`src/addr_dec_params.svh`:
```
// address decoder constants and the list of contract items
// assumes inclusion by bare name from package and modules
// Contract
// boot map puts ROM at address zero
// first completed write selects normal map
// normal map never returns without reset
// ROM word packed from four bytes
// DRAM sized by module count and organisation
// RAM reads all bytes, writes masked
// CBR mode turns DRAM cycles into config
// WCBR sends address bits, data ignored
// host reads back, then clears CBR mode
// SSRAM 128K or 256K, aliased
// bank bit zero flash, one EPROM
// swap jumper inverts ROM bank bit
// EPROM read only, flash writable
// flash writes low lane, high lines select
// flash writes non-sequential, uncached
// host uses low-lane I/O addresses
// I/O byte masks only partially decoded
// I/O quadrant split in four regions
// read/write-abort region aborts every beat
// read-abort region aborts reads, drops writes
// legacy memory uses strobes, ready, zero-wait
// top two address bits pick quadrant
// bit 25 picks self or external decode
// boot flag set by reset, cleared once
// abort regions drive no strobes, complete
`ifndef ADDR_DEC_PARAMS_SVH
`define ADDR_DEC_PARAMS_SVH
`define CLK_MHZ 250
`define ROM_ACC_NS 120
`define ROM_ACC_CYC ((`ROM_ACC_NS * `CLK_MHZ + 999) / 1000)
`define ROM_WR_NS 100
`define ROM_WR_CYC ((`ROM_WR_NS * `CLK_MHZ + 999) / 1000)
`define Q_DRAM 2'h0
`define Q_SSRAM 2'h1
`define Q_ROM 2'h2
`define Q_IO 2'h3
`define IO_R_ABORT 2'h0
`define IO_RW_ABORT 2'h1
`define IO_MEM 2'h2
`define IO_IO 2'h3
`define ROM_SEL_BIT 29
`define IO_EXT_BIT 25
`define DRAM_BASE_BITS 22
`define SSRAM_BITS 17
`define APB_CTRL 12'h000
`define APB_STATUS 12'h004
`define CTRL_CBR 0
`define CTRL_RST 1'h0
`endif

```
`src/addr_dec_pkg.sv`:
```
// shared types of the address decoder
// assumes the params header is available
`include "addr_dec_params.svh"
package addr_dec_pkg;
	typedef struct packed {
		logic [31:0] addr;
		logic write;
		logic seq;
		logic [3:0] be;
		logic [31:0] wdata;
	} cpu_req_type;
	typedef enum logic [1:0] {simm_1m, simm_2m, simm_4m} simm_size_type;
	typedef enum logic [2:0] {tgt_dram, tgt_ssram, tgt_flash, tgt_eprom,
		tgt_lio, tgt_lmem, tgt_abort, tgt_ignore} target_type;
	typedef struct packed {
		logic [24:0] addr;
		logic [3:0] be;
		logic write;
		logic cfg;
		logic bank;
		logic [31:0] wdata;
	} dram_cmd_type;
endpackage

```
`src/rom_packer.sv`:
```
// byte-wide ROM sequencer: four reads per word, one byte per write
// assumes start is a one-cycle pulse while idle
`timescale 1ns/1ps
`include "addr_dec_params.svh"
module rom_packer #(
	parameter int ACC_CYC = `ROM_ACC_CYC,
	parameter int WR_CYC = `ROM_WR_CYC
) (
	// clock and reset
	input wire logic pclk,
	input wire logic presetn,
	// request
	input wire logic start,
	input wire logic write,
	input wire logic flash,
	input wire logic [19:0] base_addr,
	input wire logic [7:0] wbyte,
	output logic done,
	output logic [31:0] rdata,
	// rom pins
	output logic [19:0] rom_addr,
	output logic flash_ce_n,
	output logic eprom_ce_n,
	output logic rom_oe_n,
	output logic rom_we_n,
	output logic [7:0] rom_data_out,
	output logic rom_data_oe,
	input wire logic [7:0] rom_data_in
);
	typedef enum logic [1:0] {p_idle, p_read, p_write} pstate_type;
	pstate_type state_reg;
	logic [7:0] cnt_reg;
	logic [1:0] idx_reg;
	logic flash_reg;
	logic last;

	assign last = (cnt_reg == 8'h01);
	assign flash_ce_n = !(state_reg != p_idle && flash_reg);
	assign eprom_ce_n = !(state_reg != p_idle && !flash_reg);
	assign rom_oe_n = (state_reg != p_read);
	assign rom_we_n = (state_reg != p_write);
	assign rom_data_oe = (state_reg == p_write);

	always_ff @(posedge pclk or negedge presetn) begin
		if (!presetn) begin
			state_reg <= p_idle;
			cnt_reg <= 8'h00;
			idx_reg <= 2'h0;
			flash_reg <= 1'b0;
			done <= 1'b0;
			rom_addr <= 20'h00000;
			rom_data_out <= 8'h00;
		end else begin
			done <= 1'b0;
			case (state_reg)
			p_idle: if (start) begin
				flash_reg <= flash;
				rom_addr <= base_addr;
				rom_data_out <= wbyte;
				idx_reg <= 2'h0;
				cnt_reg <= write ? 8'(WR_CYC) : 8'(ACC_CYC);
				state_reg <= write ? p_write : p_read;
			end
			p_read: if (last) begin
				idx_reg <= idx_reg + 2'h1;
				rom_addr[1:0] <= idx_reg + 2'h1;
				cnt_reg <= 8'(ACC_CYC);
				if (idx_reg == 2'h3) begin
					state_reg <= p_idle;
					done <= 1'b1;
				end
			end else begin
				cnt_reg <= cnt_reg - 8'h01;
			end
			p_write: if (last) begin
				state_reg <= p_idle;
				done <= 1'b1;
			end else begin
				cnt_reg <= cnt_reg - 8'h01;
			end
			default: state_reg <= p_idle;
			endcase
		end
	end

	always_ff @(posedge pclk or negedge presetn) begin
		if (!presetn) begin
			rdata <= 32'h00000000;
		end else if (state_reg == p_read && last) begin
			rdata[8 * idx_reg +: 8] <= rom_data_in;
		end
	end
endmodule

```
`src/system_address_decoder.sv`:
```
// system address decoder between processor bus and memories
// assumes a host holding each beat until cpu_ready, APB for control
//
// The register offsets and the APB slave port were left to the implementer.
`timescale 1ns/1ps
`include "addr_dec_params.svh"
module system_address_decoder (
	// clock and reset
	input wire logic pclk,
	input wire logic presetn,
	// apb slave
	input wire logic psel,
	input wire logic penable,
	input wire logic pwrite,
	input wire logic [11:0] paddr,
	input wire logic [31:0] pwdata,
	output logic [31:0] prdata,
	output logic pready,
	output logic pslverr,
	// processor bus
	input wire logic cpu_valid,
	input wire addr_dec_pkg::cpu_req_type cpu_req,
	output logic cpu_ready,
	output logic cpu_abort,
	output logic [31:0] cpu_rdata,
	// straps
	input wire logic boot_rom_swap_jumper,
	input wire logic [1:0] simm_count,
	input wire addr_dec_pkg::simm_size_type simm_size,
	input wire logic ssram_large,
	// dram
	output addr_dec_pkg::dram_cmd_type dram_cmd,
	output logic dram_req,
	input wire logic dram_ack,
	input wire logic [31:0] dram_rdata,
	// ssram
	output logic ssram_req,
	output logic [17:0] ssram_addr,
	output logic [3:0] ssram_be,
	output logic ssram_write,
	output logic [31:0] ssram_wdata,
	input wire logic ssram_ack,
	input wire logic [31:0] ssram_rdata,
	// rom
	output logic [19:0] rom_addr,
	output logic flash_ce_n,
	output logic eprom_ce_n,
	output logic rom_oe_n,
	output logic rom_we_n,
	output logic [7:0] rom_data_out,
	output logic rom_data_oe,
	input wire logic [7:0] rom_data_in,
	// legacy bus
	output logic [27:0] legacy_addr,
	output logic [1:0] legacy_be,
	output logic [15:0] legacy_wdata,
	output logic legacy_data_oe,
	input wire logic [15:0] legacy_rdata,
	output logic legacy_io_rd_n,
	output logic legacy_io_wr_n,
	output logic legacy_mem_rd_n,
	output logic legacy_mem_wr_n,
	output logic legacy_io_self_sel,
	output logic legacy_io_ext_sel,
	input wire logic zero_wait_n,
	input wire logic legacy_rdy
);
	import addr_dec_pkg::*;

	typedef enum logic [2:0] {st_idle, st_dram, st_ssram, st_rom, st_leg,
		st_resp} state_type;

	state_type state_reg;
	logic boot_map_reg;
	logic cbr_mode_reg;
	logic wr_reg;
	logic rom_start_reg;
	logic rom_done;
	logic [31:0] rom_word;
	logic leg_mem_reg;
	logic leg_rd_reg;
	logic leg_wr_reg;
	logic rom_addr_eprom;
	logic [19:0] rom_base_reg;
	logic [7:0] rom_wbyte_reg;
	logic apb_hit;
	target_type tgt;

	function automatic target_type rom_pick(logic [31:0] a, logic wr,
		logic swap);
		logic eprom;
		eprom = a[`ROM_SEL_BIT] ^ swap;
		if (!eprom)
			return tgt_flash;
		return wr ? tgt_ignore : tgt_eprom;
	endfunction

	function automatic target_type decode(logic [31:0] a, logic wr,
		logic boot, logic swap);
		target_type t;
		t = tgt_ignore;
		case (a[31:30])
		`Q_DRAM: t = boot ? rom_pick(a, wr, swap) : tgt_dram;
		`Q_SSRAM: t = tgt_ssram;
		`Q_ROM: t = rom_pick(a, wr, swap);
		`Q_IO: begin
			case (a[29:28])
			`IO_R_ABORT: t = wr ? tgt_ignore : tgt_abort;
			`IO_RW_ABORT: t = tgt_abort;
			`IO_MEM: t = tgt_lmem;
			default: t = tgt_lio;
			endcase
		end
		default: t = tgt_ignore;
		endcase
		return t;
	endfunction

	function automatic logic [24:0] dram_mask(logic [1:0] cnt,
		simm_size_type sz);
		logic [5:0] bits;
		bits = 6'(`DRAM_BASE_BITS) + 6'(sz) + ((cnt == 2'h2) ? 6'h1 : 6'h0);
		return 25'((34'h1 << bits) - 34'h1);
	endfunction

	assign tgt = decode(cpu_req.addr, cpu_req.write, boot_map_reg,
		boot_rom_swap_jumper);
	assign cpu_ready = (state_reg == st_resp);
	assign legacy_io_rd_n = !(leg_rd_reg && !leg_mem_reg);
	assign legacy_io_wr_n = !(leg_wr_reg && !leg_mem_reg);
	assign legacy_mem_rd_n = !(leg_rd_reg && leg_mem_reg);
	assign legacy_mem_wr_n = !(leg_wr_reg && leg_mem_reg);

	// transfer sequencing
	always_ff @(posedge pclk or negedge presetn) begin
		if (!presetn) begin
			state_reg <= st_idle;
			wr_reg <= 1'b0;
			cpu_abort <= 1'b0;
			rom_start_reg <= 1'b0;
		end else begin
			rom_start_reg <= 1'b0;
			case (state_reg)
			st_idle: if (cpu_valid) begin
				wr_reg <= cpu_req.write;
				cpu_abort <= (tgt == tgt_abort);
				case (tgt)
				tgt_dram: state_reg <= (simm_count == 2'h0) ? st_resp : st_dram;
				tgt_ssram: state_reg <= st_ssram;
				tgt_flash, tgt_eprom: begin
					state_reg <= st_rom;
					rom_start_reg <= 1'b1;
				end
				tgt_lio, tgt_lmem: state_reg <= st_leg;
				default: state_reg <= st_resp;
				endcase
			end
			st_dram: if (dram_ack) state_reg <= st_resp;
			st_ssram: if (ssram_ack) state_reg <= st_resp;
			st_rom: if (rom_done) state_reg <= st_resp;
			st_leg: if (!zero_wait_n || legacy_rdy) state_reg <= st_resp;
			st_resp: begin
				state_reg <= st_idle;
				cpu_abort <= 1'b0;
			end
			default: state_reg <= st_idle;
			endcase
		end
	end

	// boot map flag, cleared when the first write beat completes
	always_ff @(posedge pclk or negedge presetn) begin
		if (!presetn) begin
			boot_map_reg <= 1'b1;
		end else if (state_reg == st_resp && wr_reg) begin
			boot_map_reg <= 1'b0;
		end
	end

	// read data returned to the processor
	always_ff @(posedge pclk or negedge presetn) begin
		if (!presetn) begin
			cpu_rdata <= 32'h00000000;
		end else begin
			case (state_reg)
			st_idle: cpu_rdata <= 32'h00000000;
			st_dram: if (dram_ack) cpu_rdata <= dram_rdata;
			st_ssram: if (ssram_ack) cpu_rdata <= ssram_rdata;
			st_rom: if (rom_done) cpu_rdata <= rom_word;
			st_leg: if (!zero_wait_n || legacy_rdy)
				cpu_rdata <= {16'h0000, legacy_rdata};
			default: cpu_rdata <= cpu_rdata;
			endcase
		end
	end

	// dram command
	always_ff @(posedge pclk or negedge presetn) begin
		if (!presetn) begin
			dram_req <= 1'b0;
			dram_cmd <= '0;
		end else if (state_reg == st_idle && cpu_valid && tgt == tgt_dram &&
			simm_count != 2'h0) begin
			dram_req <= 1'b1;
			dram_cmd.addr <= cpu_req.addr[24:0] &
				dram_mask(simm_count, simm_size);
			dram_cmd.bank <= (simm_count == 2'h2) &&
				cpu_req.addr[`DRAM_BASE_BITS + 32'(simm_size)];
			dram_cmd.write <= cpu_req.write;
			dram_cmd.be <= cpu_req.write ? cpu_req.be : 4'hf;
			dram_cmd.cfg <= cbr_mode_reg;
			dram_cmd.wdata <= (cbr_mode_reg && cpu_req.write) ? 32'h00000000 :
				cpu_req.wdata;
		end else if (state_reg == st_dram && dram_ack) begin
			dram_req <= 1'b0;
		end
	end

	// ssram command
	always_ff @(posedge pclk or negedge presetn) begin
		if (!presetn) begin
			ssram_req <= 1'b0;
			ssram_addr <= 18'h00000;
			ssram_be <= 4'h0;
			ssram_write <= 1'b0;
			ssram_wdata <= 32'h00000000;
		end else if (state_reg == st_idle && cpu_valid && tgt == tgt_ssram) begin
			ssram_req <= 1'b1;
			ssram_addr <= ssram_large ? cpu_req.addr[17:0] :
				{1'b0, cpu_req.addr[`SSRAM_BITS - 1:0]};
			ssram_be <= cpu_req.write ? cpu_req.be : 4'hf;
			ssram_write <= cpu_req.write;
			ssram_wdata <= cpu_req.wdata;
		end else if (state_reg == st_ssram && ssram_ack) begin
			ssram_req <= 1'b0;
		end
	end

	// legacy bus cycle
	always_ff @(posedge pclk or negedge presetn) begin
		if (!presetn) begin
			leg_mem_reg <= 1'b0;
			leg_rd_reg <= 1'b0;
			leg_wr_reg <= 1'b0;
			legacy_addr <= 28'h0000000;
			legacy_be <= 2'h0;
			legacy_wdata <= 16'h0000;
			legacy_data_oe <= 1'b0;
			legacy_io_self_sel <= 1'b0;
			legacy_io_ext_sel <= 1'b0;
		end else if (state_reg == st_idle && cpu_valid &&
			(tgt == tgt_lio || tgt == tgt_lmem)) begin
			leg_mem_reg <= (tgt == tgt_lmem);
			leg_rd_reg <= !cpu_req.write;
			leg_wr_reg <= cpu_req.write;
			legacy_addr <= cpu_req.addr[27:0];
			legacy_be <= cpu_req.be[1:0];
			legacy_wdata <= cpu_req.wdata[15:0];
			legacy_data_oe <= cpu_req.write;
			legacy_io_self_sel <= (tgt == tgt_lio) &&
				!cpu_req.addr[`IO_EXT_BIT];
			legacy_io_ext_sel <= (tgt == tgt_lio) &&
				cpu_req.addr[`IO_EXT_BIT];
		end else if (state_reg == st_leg && (!zero_wait_n || legacy_rdy)) begin
			leg_rd_reg <= 1'b0;
			leg_wr_reg <= 1'b0;
			legacy_data_oe <= 1'b0;
			legacy_io_self_sel <= 1'b0;
			legacy_io_ext_sel <= 1'b0;
		end
	end

	rom_packer u_rom_packer (
		.pclk(pclk),
		.presetn(presetn),
		.start(rom_start_reg),
		.write(wr_reg),
		.flash(state_reg == st_rom && !rom_addr_eprom),
		.base_addr(rom_base_reg),
		.wbyte(rom_wbyte_reg),
		.done(rom_done),
		.rdata(rom_word),
		.rom_addr(rom_addr),
		.flash_ce_n(flash_ce_n),
		.eprom_ce_n(eprom_ce_n),
		.rom_oe_n(rom_oe_n),
		.rom_we_n(rom_we_n),
		.rom_data_out(rom_data_out),
		.rom_data_oe(rom_data_oe),
		.rom_data_in(rom_data_in)
	);

	// rom request, flash byte chosen by high address lines on writes
	always_ff @(posedge pclk or negedge presetn) begin
		if (!presetn) begin
			rom_addr_eprom <= 1'b0;
			rom_base_reg <= 20'h00000;
			rom_wbyte_reg <= 8'h00;
		end else if (state_reg == st_idle && cpu_valid &&
			(tgt == tgt_flash || tgt == tgt_eprom)) begin
			rom_addr_eprom <= (tgt == tgt_eprom);
			rom_base_reg[19:2] <= (tgt == tgt_eprom) ?
				{1'b0, cpu_req.addr[18:2]} : cpu_req.addr[19:2];
			rom_base_reg[1:0] <= cpu_req.write ? cpu_req.addr[23:22] :
				2'h0;
			rom_wbyte_reg <= cpu_req.wdata[7:0];
		end
	end

	// apb control and status
	assign apb_hit = (paddr == `APB_CTRL) || (paddr == `APB_STATUS);
	assign pready = penable;
	assign pslverr = psel && penable && !apb_hit;

	always_ff @(posedge pclk or negedge presetn) begin
		if (!presetn) begin
			cbr_mode_reg <= `CTRL_RST;
		end else if (psel && penable && pwrite && paddr == `APB_CTRL) begin
			cbr_mode_reg <= pwdata[`CTRL_CBR];
		end
	end

	always_ff @(posedge pclk or negedge presetn) begin
		if (!presetn) begin
			prdata <= 32'h00000000;
		end else if (psel && !penable) begin
			if (paddr == `APB_CTRL)
				prdata <= {31'h00000000, cbr_mode_reg};
			else if (paddr == `APB_STATUS)
				prdata <= {24'h000000, state_reg != st_idle, simm_size,
					simm_count, ssram_large, boot_rom_swap_jumper, boot_map_reg};
			else
				prdata <= 32'h00000000;
		end
	end

	chk_boot_stays_off: assert property (@(posedge pclk)
		disable iff (!presetn) !boot_map_reg |=> !boot_map_reg)
		else $error("boot map came back");
	chk_first_write_clears: assert property (@(posedge pclk)
		disable iff (!presetn)
		cpu_ready && wr_reg |=> !boot_map_reg)
		else $error("write did not leave boot map");
	chk_boot_zero_rom: assert property (@(posedge pclk)
		disable iff (!presetn) state_reg == st_idle && cpu_valid &&
		boot_map_reg && cpu_req.addr[31:30] == `Q_DRAM |=> !dram_req)
		else $error("boot alias reached dram");
	chk_rw_abort_beat: assert property (@(posedge pclk)
		disable iff (!presetn) state_reg == st_idle && cpu_valid &&
		cpu_req.addr[31:28] == {`Q_IO, `IO_RW_ABORT}
		|=> cpu_ready && cpu_abort)
		else $error("rw abort missing");
	chk_r_abort_write: assert property (@(posedge pclk)
		disable iff (!presetn) state_reg == st_idle && cpu_valid &&
		cpu_req.addr[31:28] == {`Q_IO, `IO_R_ABORT}
		|=> cpu_ready && (cpu_abort == !$past(cpu_req.write)))
		else $error("read abort region misbehaved");
	chk_abort_quiet: assert property (@(posedge pclk)
		disable iff (!presetn)
		cpu_abort |-> legacy_mem_rd_n && legacy_mem_wr_n && legacy_io_rd_n &&
		legacy_io_wr_n && !dram_req && !ssram_req && rom_oe_n && rom_we_n)
		else $error("strobe during abort");
	chk_dram_read_bytes: assert property (@(posedge pclk)
		disable iff (!presetn)
		dram_req && !dram_cmd.write |-> dram_cmd.be == 4'hf)
		else $error("partial dram read");
	chk_wcbr_data: assert property (@(posedge pclk)
		disable iff (!presetn) dram_req && dram_cmd.cfg && dram_cmd.write |->
		dram_cmd.wdata == 32'h00000000)
		else $error("wcbr carried data");
	chk_mem_strobe_end: assert property (@(posedge pclk)
		disable iff (!presetn)
		!legacy_mem_rd_n && (!zero_wait_n || legacy_rdy) |=>
		legacy_mem_rd_n ##1 cpu_ready == 1'b0)
		else $error("memory strobe held");
endmodule

```
`config.mk`:
```
export PLATFORM = sky130hd
export DESIGN_NAME = system_address_decoder
export DESIGN_NICKNAME = d
export VERILOG_FILES = /design/src/addr_dec_pkg.sv /design/src/rom_packer.sv /design/src/system_address_decoder.sv
export VERILOG_INCLUDE_DIRS = /design/src /design/src/src
export SDC_FILE = /design/constraint.sdc
export NUM_CORES = 1
export LEC_CHECK = 0
export BUFFER_PORTS_ARGS = -buffer_cell sky130_fd_sc_hd__buf_2
export CAP_MARGIN = 20
export CORE_AREA = 4 4 189 191
export CTS_BUF_LIST = sky130_fd_sc_hd__clkbuf_4 sky130_fd_sc_hd__clkbuf_8 sky130_fd_sc_hd__clkbuf_16
export CTS_CLUSTER_SIZE = 10
export DETAILED_ROUTE_END_ITERATION = 8
export DIE_AREA = 0 0 193 195
export PLACE_DENSITY = 0.69
export SYNTH_ARGS = -nofsm -noshare
export SYNTH_HDL_FRONTEND = slang
export SYNTH_SLANG_ARGS = --single-unit
```
`constraint.sdc`:
```
create_clock -name pclk -period 6.25 [get_ports pclk]
set_input_delay 0.9375 -clock pclk [delete_from_list [all_inputs] [get_ports pclk]]
set_output_delay 0.9375 -clock pclk [all_outputs]
set_load 0.02 [all_outputs]
```
Word-level counts from Yosys, hierarchy flattened

Index checks and enable logic that the tools add are counted.

Register bits after elaboration: 347
Input bits: 218
Output and inout bits: 275
Word-level logic and storage cells: 228

$add $sub $neg: 7
Order comparisons: 1
Equality and inequality tests: 34
Shifts and indexed selects: 3
Mux-type cells: 69
Bitwise gates (word level): 2
Reductions and logical operators: 72

Operator list:

| operator                                              | count |
|---|---|
| 2-to-1 mux 32 bit                                     | 5 |
| case mux 32 bit (5 select lines)                      | 1 |
| 2-to-1 mux 8 bit                                      | 5 |
| 2-to-1 mux 18 bit                                     | 2 |
| 2-to-1 mux 3 bit                                      | 12 |
| negation 5 -> 34 bit                                  | 1 |
| variable shift 8 x 34 -> 32 bit, first input constant | 1 |
| variable part select 8 x 34 -> 32 bit                 | 1 |
| bitwise mux 32 bit                                    | 1 |
| logical AND 1 bit                                     | 27 |
| AND 25 bit                                            | 1 |
| << shifter 1 x 6 -> 25 bit, first input constant      | 1 |
| subtractor 25 x 1 -> 25 bit, second input constant    | 1 |
| case mux 3 bit (4 select lines)                       | 2 |
| case mux 8 bit (3 select lines)                       | 1 |
| 2-to-1 mux 1 bit                                      | 22 |
| 2-to-1 mux 2 bit                                      | 9 |
| == test 3 bit, second input constant                  | 5 |
| case mux 3 bit (5 select lines)                       | 1 |
| zero test 1 bit                                       | 14 |
| nonzero test 2 bit                                    | 7 |
| adder 5 x 2 -> 6 bit, first input constant            | 2 |
| == test 12 x 3 -> 1 bit, second input constant        | 1 |
| == test 2 bit, second input constant                  | 6 |
| 27 further kinds                                      | 59 |

Depth between registers and ports, before layout

Gate-level depths: netlist of the first run.

Word-level depth: 11
Depth in mapped cells: 9
Gate-level depth less buffers: 8

By module

Synthesis of the first run repeated with hierarchy kept, for this count alone.

Cells, all modules: 1238
Area total of the unflattened synthesis: 14576.5 µm²

By module, submodules not included:

| module                 | times used | cells each | area each (µm²) | sequential area each (µm²) |
|---|---|---|---|---|
| system_address_decoder | 1          | 960        | 11076.9         | 6232.2 |
| rom_packer             | 1          | 278        | 3499.6          | 1851.8 |

Least setup slack after synthesis of the first run

OpenSTA, ideal clock, no wires.

Kind: input -> register
Start point: in cpu_valid
End point: reg rom_base_reg[12]
Library setup time: 125 ps
Arrival: 2532 ps
Required time: 6125 ps
Path slack: 3593 ps
Cell stages on the path: 5
Path buffers: 2
Path through: or4b_1 > buf_4 > a2111oi_4 > buf_4 > mux2_2

Cells in the longest elaborated chain, start to end: 2

Ends and longest elaborated chain:

| what                           | RTL line                      | RTL |
|---|---|---|
| start, declared                | system_address_decoder.sv:21  | `input wire logic cpu_valid,` |
| logical AND 1 bit (2 in a row) | system_address_decoder.sv:299 | `end else if (state_reg == st_idle && cpu_valid &&` |
| end signal, assigned           | system_address_decoder.sv:302 | `rom_base_reg[19:2] <= (tgt == tgt_eprom) ?` |
| end, declared                  | system_address_decoder.sv:84  | `logic [19:0] rom_base_reg;` |

Every way passes these cells.
A chain may end at the register's enable or synchronous reset.

Worst setup path in the final report of the first run

Start point: reg u_rom_packer.state_reg[1]
End point: out rom_oe_n

Cells in the longest elaborated chain, start to end: 1

Ends and longest elaborated chain:

| what                           | RTL line                     | RTL |
|---|---|---|
| start, declared                | rom_packer.sv:31             | `pstate_type state_reg;` |
| start signal, assigned         | rom_packer.sv:46             | `state_reg <= p_idle;` |
| start signal, assigned         | rom_packer.sv:62             | `state_reg <= write ? p_write : p_read;` |
| start signal, assigned         | rom_packer.sv:69             | `state_reg <= p_idle;` |
| inequality test 2 x 1 -> 1 bit | rom_packer.sv:40             | `assign rom_oe_n = (state_reg != p_read);` |
| end, declared                  | system_address_decoder.sv:48 | `output logic rom_oe_n,` |

Every way passes these cells.

==> results of run 1 <==
-- metal layers --
metal	GRT usage, %	vias to the layer above
met2	38.2	495
li1	-	5410
met3	7.37	78
met1	28.1	5725
met4	6.98	2
met5	0	-
-- critical path, cell delays in order (launching register included) --
cell and delay (ns):
dfrtp_1 0.39, inv_1 0.09, ha_1 0.58, inv_1 0.24
buf_2 0.23
-- cell usage in the layout, fill, tap and decap left out, types with 4 or more instances in the layout --
cell type,synthesis,final
a21boi_0,6,6
a21oi_1,11,11
a22o_1,10,10
a22oi_1,51,51
a31oi_1,4,4
buf_2,8,435
buf_4,29,16
clkbuf_16,0,40
clkbuf_4,0,5
conb_1,2,26
dfrtp_1,322,322
ha_1,15,15
inv_1,18,18
mux2_1,19,19
mux2_2,131,131
nand2_1,398,398
nand2b_1,9,9
nand3_1,47,47
nand3b_1,6,6
nand4_1,7,7
nor2_1,36,35
nor2b_1,12,12
nor3_1,10,10
nor3b_1,8,6
o211ai_1,6,6
o21a_1,4,4
o21ai_0,52,52
o21ai_1,5,5
o22ai_1,5,5
o31ai_1,4,4
or2_2,6,6
-- stage by stage --
step                utilization [%]  instance area [sq um]  std cells
finish                         52.7                  18000       2244
detailed placement             49.3                  16800       2189
floorplan                         -                  14400       1384
global route                   52.7                  18000       2243
CTS                            52.5                  17900       2240
global placement               49.2                  16800       2188
-- area by class of cell --
type	count	area, sq um
diodes	1	2.50
clock buffers	46	1050
clock inverters	5	65.1
fillers	3082	16100
inverters	18	67.6
multi-input cells	939	5730
flip-flops and latches	323	8080
well taps	455	569
repair buffers	457	2410
-- logic make-up after synthesis --
kind of cell | after synthesis | synth area share (%)
AND/OR/NAND/NOR | 561 | 16.9
flip-flops | 323 | 56.5
AO/OA/AOI/OAI | 180 | 8.62
multiplexers | 154 | 12.2
buffers and inverters | 122 | 4.24
adder cells (fa/ha/maj) | 15 | 1.31
XOR/XNOR | 3 | 0.184
other | 2 | 0.0525
-- power by group through the flow --
stage / Clock [uW] / Combinational (uW) / Sequential [uW]
global placement: 0 / 3450 / 3310
CTS: 2100 / 3530 / 3340
detailed placement: 0 / 3530 / 3350
finish: 2050 / 3530 / 3330
global route: 2200 / 3840 / 3420
floorplan: 0 / 1500 / 4050
-- final timing paths --
check / from / end / slack [ns] / cells after the start
worst max-delay path: u_rom_packer.state_reg[1]$_DFFE_PN0P_ / rom_oe_n / 3.26 / 4
worst min-delay path: presetn / cpu_rdata[23]$_DFFE_PN0P_ / 0.39 / 1
worst max register to register: state_reg[0]$_DFFE_PN0P_ / dram_cmd[38]$_DFFE_PN0P_ / 3.32 / 4
worst min register to register: dram_cmd[15]$_DFFE_PN0P_ / dram_cmd[15]$_DFFE_PN0P_ / 0.46 / 2
max in group asynchronous: presetn / u_rom_packer.rom_addr[15]$_DFFE_PN0P_ / 4.47 / 2
min in group pclk: dram_cmd[15]$_DFFE_PN0P_ / dram_cmd[15]$_DFFE_PN0P_ / 0.46 / 2
==> results_dict.tcl, run 1 <==
set metrics [dict create \
    synthesis.area_sq_mm 0.0143 \
    dieArea_sq_mm 0.0376 \
    clock_power_share_pct 23.0 \
    hold_viol 0 \
    antenna_found_initial 2 \
    cts_sinks 323 \
    holdCritPathClass "input pin to async pin" \
    route.detailed.drc 0 \
    setup_viol 0 \
    power_frac_seq_pct 37.4 \
    power.total_uw 8910 \
    holdBufCountCts 0 \
    synth_warnings 0 \
    synth-seq-area-share_pct 56.5 \
    overflow 0 \
    fmax_mhz 334 \
    post_cts_resized 0 \
    fin_skew_ns 0.00753 \
    met3WireLength_um 4330 \
    critPathMaxFanout 18 \
    regMostFlops "dram_cmd" \
    track_usage_pct 22.8 \
    drt_wl_total_um 44400 \
    wire_per_inst_um 19.8 \
    first_global_vias 11900 \
    synth_top_area_share_pct 56.4 \
    synth.area.top_cells "dfrtp_1, nand2_1, mux2_2" \
    clk_pin_slew_worst_paths_ns 0.05 \
    leakage_uw 0.00939 \
    syn-instance-count 1360 \
    drt_iter0_drc 627 \
    cts_buffer_depth 3 \
    rsz0062_at_grt "no" \
    slew_headroom_pct 34.6 \
    htree_num_levels 2 \
    die_h_um 195 \
    routedLengthMet1_um 17400 \
    path_class "register to output port" \
    synth_largest_area_cell "dfrtp_1" \
    yosysUniqueCellTypes 68 \
    top_layer_used "met5" \
    dr_wl_met2_um 21400 \
    worst_pin_slew_ns 0.981 \
    vias_per_cell 5.22 \
    critPathRequiredTime_ns 5.31 \
    period_needed_ns 2.99 \
    initial_core_util_pct 41.9 \
    p_sw_uw 3480 \
    grt_pass1_wl_um 68000 \
    ys_seq_elements 323 \
    power.internal_uw 5420 \
    hold_slack_ns 0.394 \
    numCtsBuffers 39 \
    port_buffers 436 \
    p_sw_share_pct 39.1 \
    syn_to_final_growth_pct 25.8 \
    post_cts_buffers 0 \
    largest_reg_flops 64 \
    drive_gt1_share_pct 36.9 \
    synth_common_cells "nand2_1, dfrtp_1, mux2_2, clkbuf_1, o21ai_0" \
    yosys_most_used_dff "dfrtp_1" \
    insertion_delay_ns 0.52 \
    p_per_area_mw_per_mm2 495 \
    place_congestion 0.870 \
    end_kind "output port" \
    core_area_sq_mm 0.0341 \
    postSynthAreaPerCell_sq_um 10.5 \
    dieWidth_um 193 \
    fp-row-count 68 \
    layout.nets 2011 \
    via_count 11700 \
    ys_async_sr_fraction_pct 100 \
    io_pins 493 \
    cts_tree "done" \
    tns_ns 0 \
    share_comb_of_total_power_pct 39.7 \
    fin_crit_sh_pct 47.9 \
    outcome "completed" \
    ir_drop_mv 0.306 \
    dr.pass1.iters 5 \
    cp-start-kind "register" \
    cap_viol_max_count 0 \
    critPathArrivalTime_ns 2.05 \
    dp_hpwl_um 30900 \
    grt_max_degree 168 \
    slew_viol_final 0 \
    layout_setup_ws_ns 3.26 \
    synth_most_common_cell "nand2_1" \
    clockRootBuffer "clkbuf_16" \
    synth-edff-count 0 \
    place_ws_ns 3.01 \
    ant_nets 0 \
]
Note: power is estimated with default switching activity, not from simulation.
==> run 2, diff against run 1 <==
--- a/config.mk
+++ b/config.mk
@@ -8,12 +8,13 @@
 export LEC_CHECK = 0
 export BUFFER_PORTS_ARGS = -buffer_cell sky130_fd_sc_hd__buf_2
 export CAP_MARGIN = 20
-export CORE_AREA = 4 4 189 191
+export CORE_ASPECT_RATIO = 0.6
+export CORE_MARGIN = 4
+export CORE_UTILIZATION = 46
 export CTS_BUF_LIST = sky130_fd_sc_hd__clkbuf_4 sky130_fd_sc_hd__clkbuf_8 sky130_fd_sc_hd__clkbuf_16
 export CTS_CLUSTER_SIZE = 10
 export DETAILED_ROUTE_END_ITERATION = 8
-export DIE_AREA = 0 0 193 195
-export PLACE_DENSITY = 0.69
+export PLACE_DENSITY = 0.77
 export SYNTH_ARGS = -nofsm -noshare
 export SYNTH_HDL_FRONTEND = slang
 export SYNTH_SLANG_ARGS = --single-unit
==> constraint.sdc (replaced) <==
create_clock -name pclk -period 2.7 [get_ports pclk]
set_input_delay 0.405 -clock pclk [delete_from_list [all_inputs] [get_ports pclk]]
set_output_delay 0.405 -clock pclk [all_outputs]
set_load 0.02 [all_outputs]
==> results_dict.tcl, run 2 (same netlist as run 1, synthesis figures left out) <==
set metrics [dict create \
    tns_ns 0 \
    route.detailed.drc 0 \
    layout.nets 2031 \
    mostFrequentLayoutCells "buf_2, nand2_1, dfrtp_1" \
    drt_iter0_drc 1137 \
    post_cts_buffers 0 \
    clk_pin_slew_worst_paths_ns 0.06 \
    placed_cells 2165 \
    critPathRequiredTime_ns 3.11 \
    cp-startpoint "state_reg[0]$_DFFE_PN0P_" \
    cp-start-kind "register" \
    cpLargestDelayFamily "buffers and inverters" \
    path_buf_inv 3 \
    wire_per_inst_um 20.5 \
    fin_crit_sh_pct 90.2 \
    cts_buffer_depth 3 \
    path_class "register to register" \
    place_congestion 0.900 \
    cts_sinks 323 \
    crit_chain "buf_4, nor4b_1, buf_4, nand3b_1, buf_4, mux2_2" \
    numCtsBuffers 38 \
    critPathMaxFanout 54 \
    ff2ff_path_depth 6 \
    cap_viol_max_count 0 \
    critical_path_depth 6 \
    fp-row-count 49 \
    regMostFlops "dram_cmd" \
    clockRootBuffer "clkbuf_16" \
    ir_drop_mv 0.705 \
    ant_nets 0 \
    fmax_mhz 410 \
    hold_viol 0 \
    dp_hpwl_um 33200 \
    grt_max_degree 97 \
    insertion_delay_ns 0.53 \
    fin_skew_ns 0.0154 \
    worst_pin_slew_ns 0.862 \
    die_h_um 145 \
    antenna_found_initial 7 \
    end_kind "register" \
    period_needed_ns 2.44 \
    finalNonFillerCells 2219 \
    layout_setup_ws_ns 0.264 \
    first_global_vias 12100 \
    setup.worst_path.end "ssram_wdata[17]$_DFFE_PN0P_" \
    dr.pass1.iters 5 \
    vias_per_cell 5.46 \
    dieWidth_um 236 \
    hold_slack_ns 0.0758 \
    cp_slowest_cell "buf_4" \
    drt_wl_total_um 45500 \
    dieArea_sq_mm 0.0341 \
    via_count 12100 \
    largest_reg_flops 64 \
    r2r-end "ssram_wdata[17]$_DFFE_PN0P_" \
    core_area_sq_mm 0.0303 \
    crit_top_cell "buf_4" \
    p_per_area_mw_per_mm2 1140 \
    syn_to_final_growth_pct 26.5 \
    critPathArrivalTime_ns 2.85 \
    cts_tree "done" \
    port_buffers 436 \
    rsz0062_at_grt "no" \
    io_pins 493 \
    max_stage_delay_ns 0.65 \
    crit-reg2reg-launch "state_reg[0]$_DFFE_PN0P_" \
    overflow 0 \
    grt_pass1_wl_um 69600 \
    r2r_slack_ns 0.26 \
    initial_core_util_pct 47.2 \
    track_usage_pct 25.8 \
    htree_num_levels 2 \
    place_ws_ns 0.291 \
    slew_viol_final 0 \
    holdCritPathClass "input pin to register" \
    drive_gt1_share_pct 37.5 \
    outcome "completed" \
    final_common_cell "buf_2" \
    leakage_uw 0.00947 \
    setup_viol 0 \
    slew_headroom_pct 42.5 \
]
==> run 2: worst register-to-register path, stage by stage (launching register included) <==
cell	delay (ns)
dfrtp_1	0.36
buf_4	0.36
nor4b_1	0.11
buf_4	0.17
nand3b_1	0.15
buf_4	0.65
mux2_2	0.52
==> run 2: area by class of cell <==
type | count | area (sq um)
inverter | 18 | 67.6
clock inverter | 3 | 58.8
clock buffer | 43 | 1000
multi-input combinational | 939 | 5730
tap | 408 | 510
timing repair buffer | 478 | 2610
sequential | 323 | 8080
fill | 2532 | 12200
antenna | 7 | 17.5
==> run 2: timing repair <==
action,in CTS,in global routing
endpoints found under the hold margin,85,0
gates resized for setup,0,0
hold buffers,1,0
==> run 2: worst min path at each step <==
stage | from | depth (start not counted) | endpoint | slack [ns]
floorplan | presetn | 0 | cbr_mode_reg$_DFFE_PN0P_ | 0.11
global placement | dram_cmd[11]$_DFFE_PN0P_ | 2 | dram_cmd[11]$_DFFE_PN0P_ | 0.45
detailed placement | dram_cmd[8]$_DFFE_PN0P_ | 2 | dram_cmd[8]$_DFFE_PN0P_ | 0.45
CTS | cpu_req[64] | 3 | legacy_addr[26]$_DFFE_PN0P_ | 0.05
global route | cpu_req[10] | 3 | legacy_wdata[10]$_DFFE_PN0P_ | 0.08
finish | cpu_req[64] | 3 | legacy_addr[26]$_DFFE_PN0P_ | 0.08
==> run 2: per-layer routing <==
metal	part of all wire, %	vias to the layer above	track usage [%]
met3	8.1	73	6.96
met1	41	6077	34.0
met5	0	-	0
met4	2.1	0	7.41
li1	-	5450	-
met2	49	510	42.6
==> run 2: per-stage QoR <==
stage	util (%)	total power, uW	area, sq um
finish	59.7	20600	18100
global route	59.7	21800	18100
CTS	59.6	20700	18100
detailed placement	56.1	16100	17000
global placement	56.1	15700	17000
floorplan	-	12800	14400
==> run 2: where the power goes <==
| part | switching, uW | total (uW) | leakage [uW] | internal, uW |
|---|---|---|---|---|
| sequential | 1020 | 7690 | 0.00399 | 6660 |
| clock | 1960 | 4590 | 0.000522 | 2620 |
| combinational | 5220 | 8370 | 0.00496 | 3150 |
| total | 8200 | 20600 | 0.00947 | 12400 |
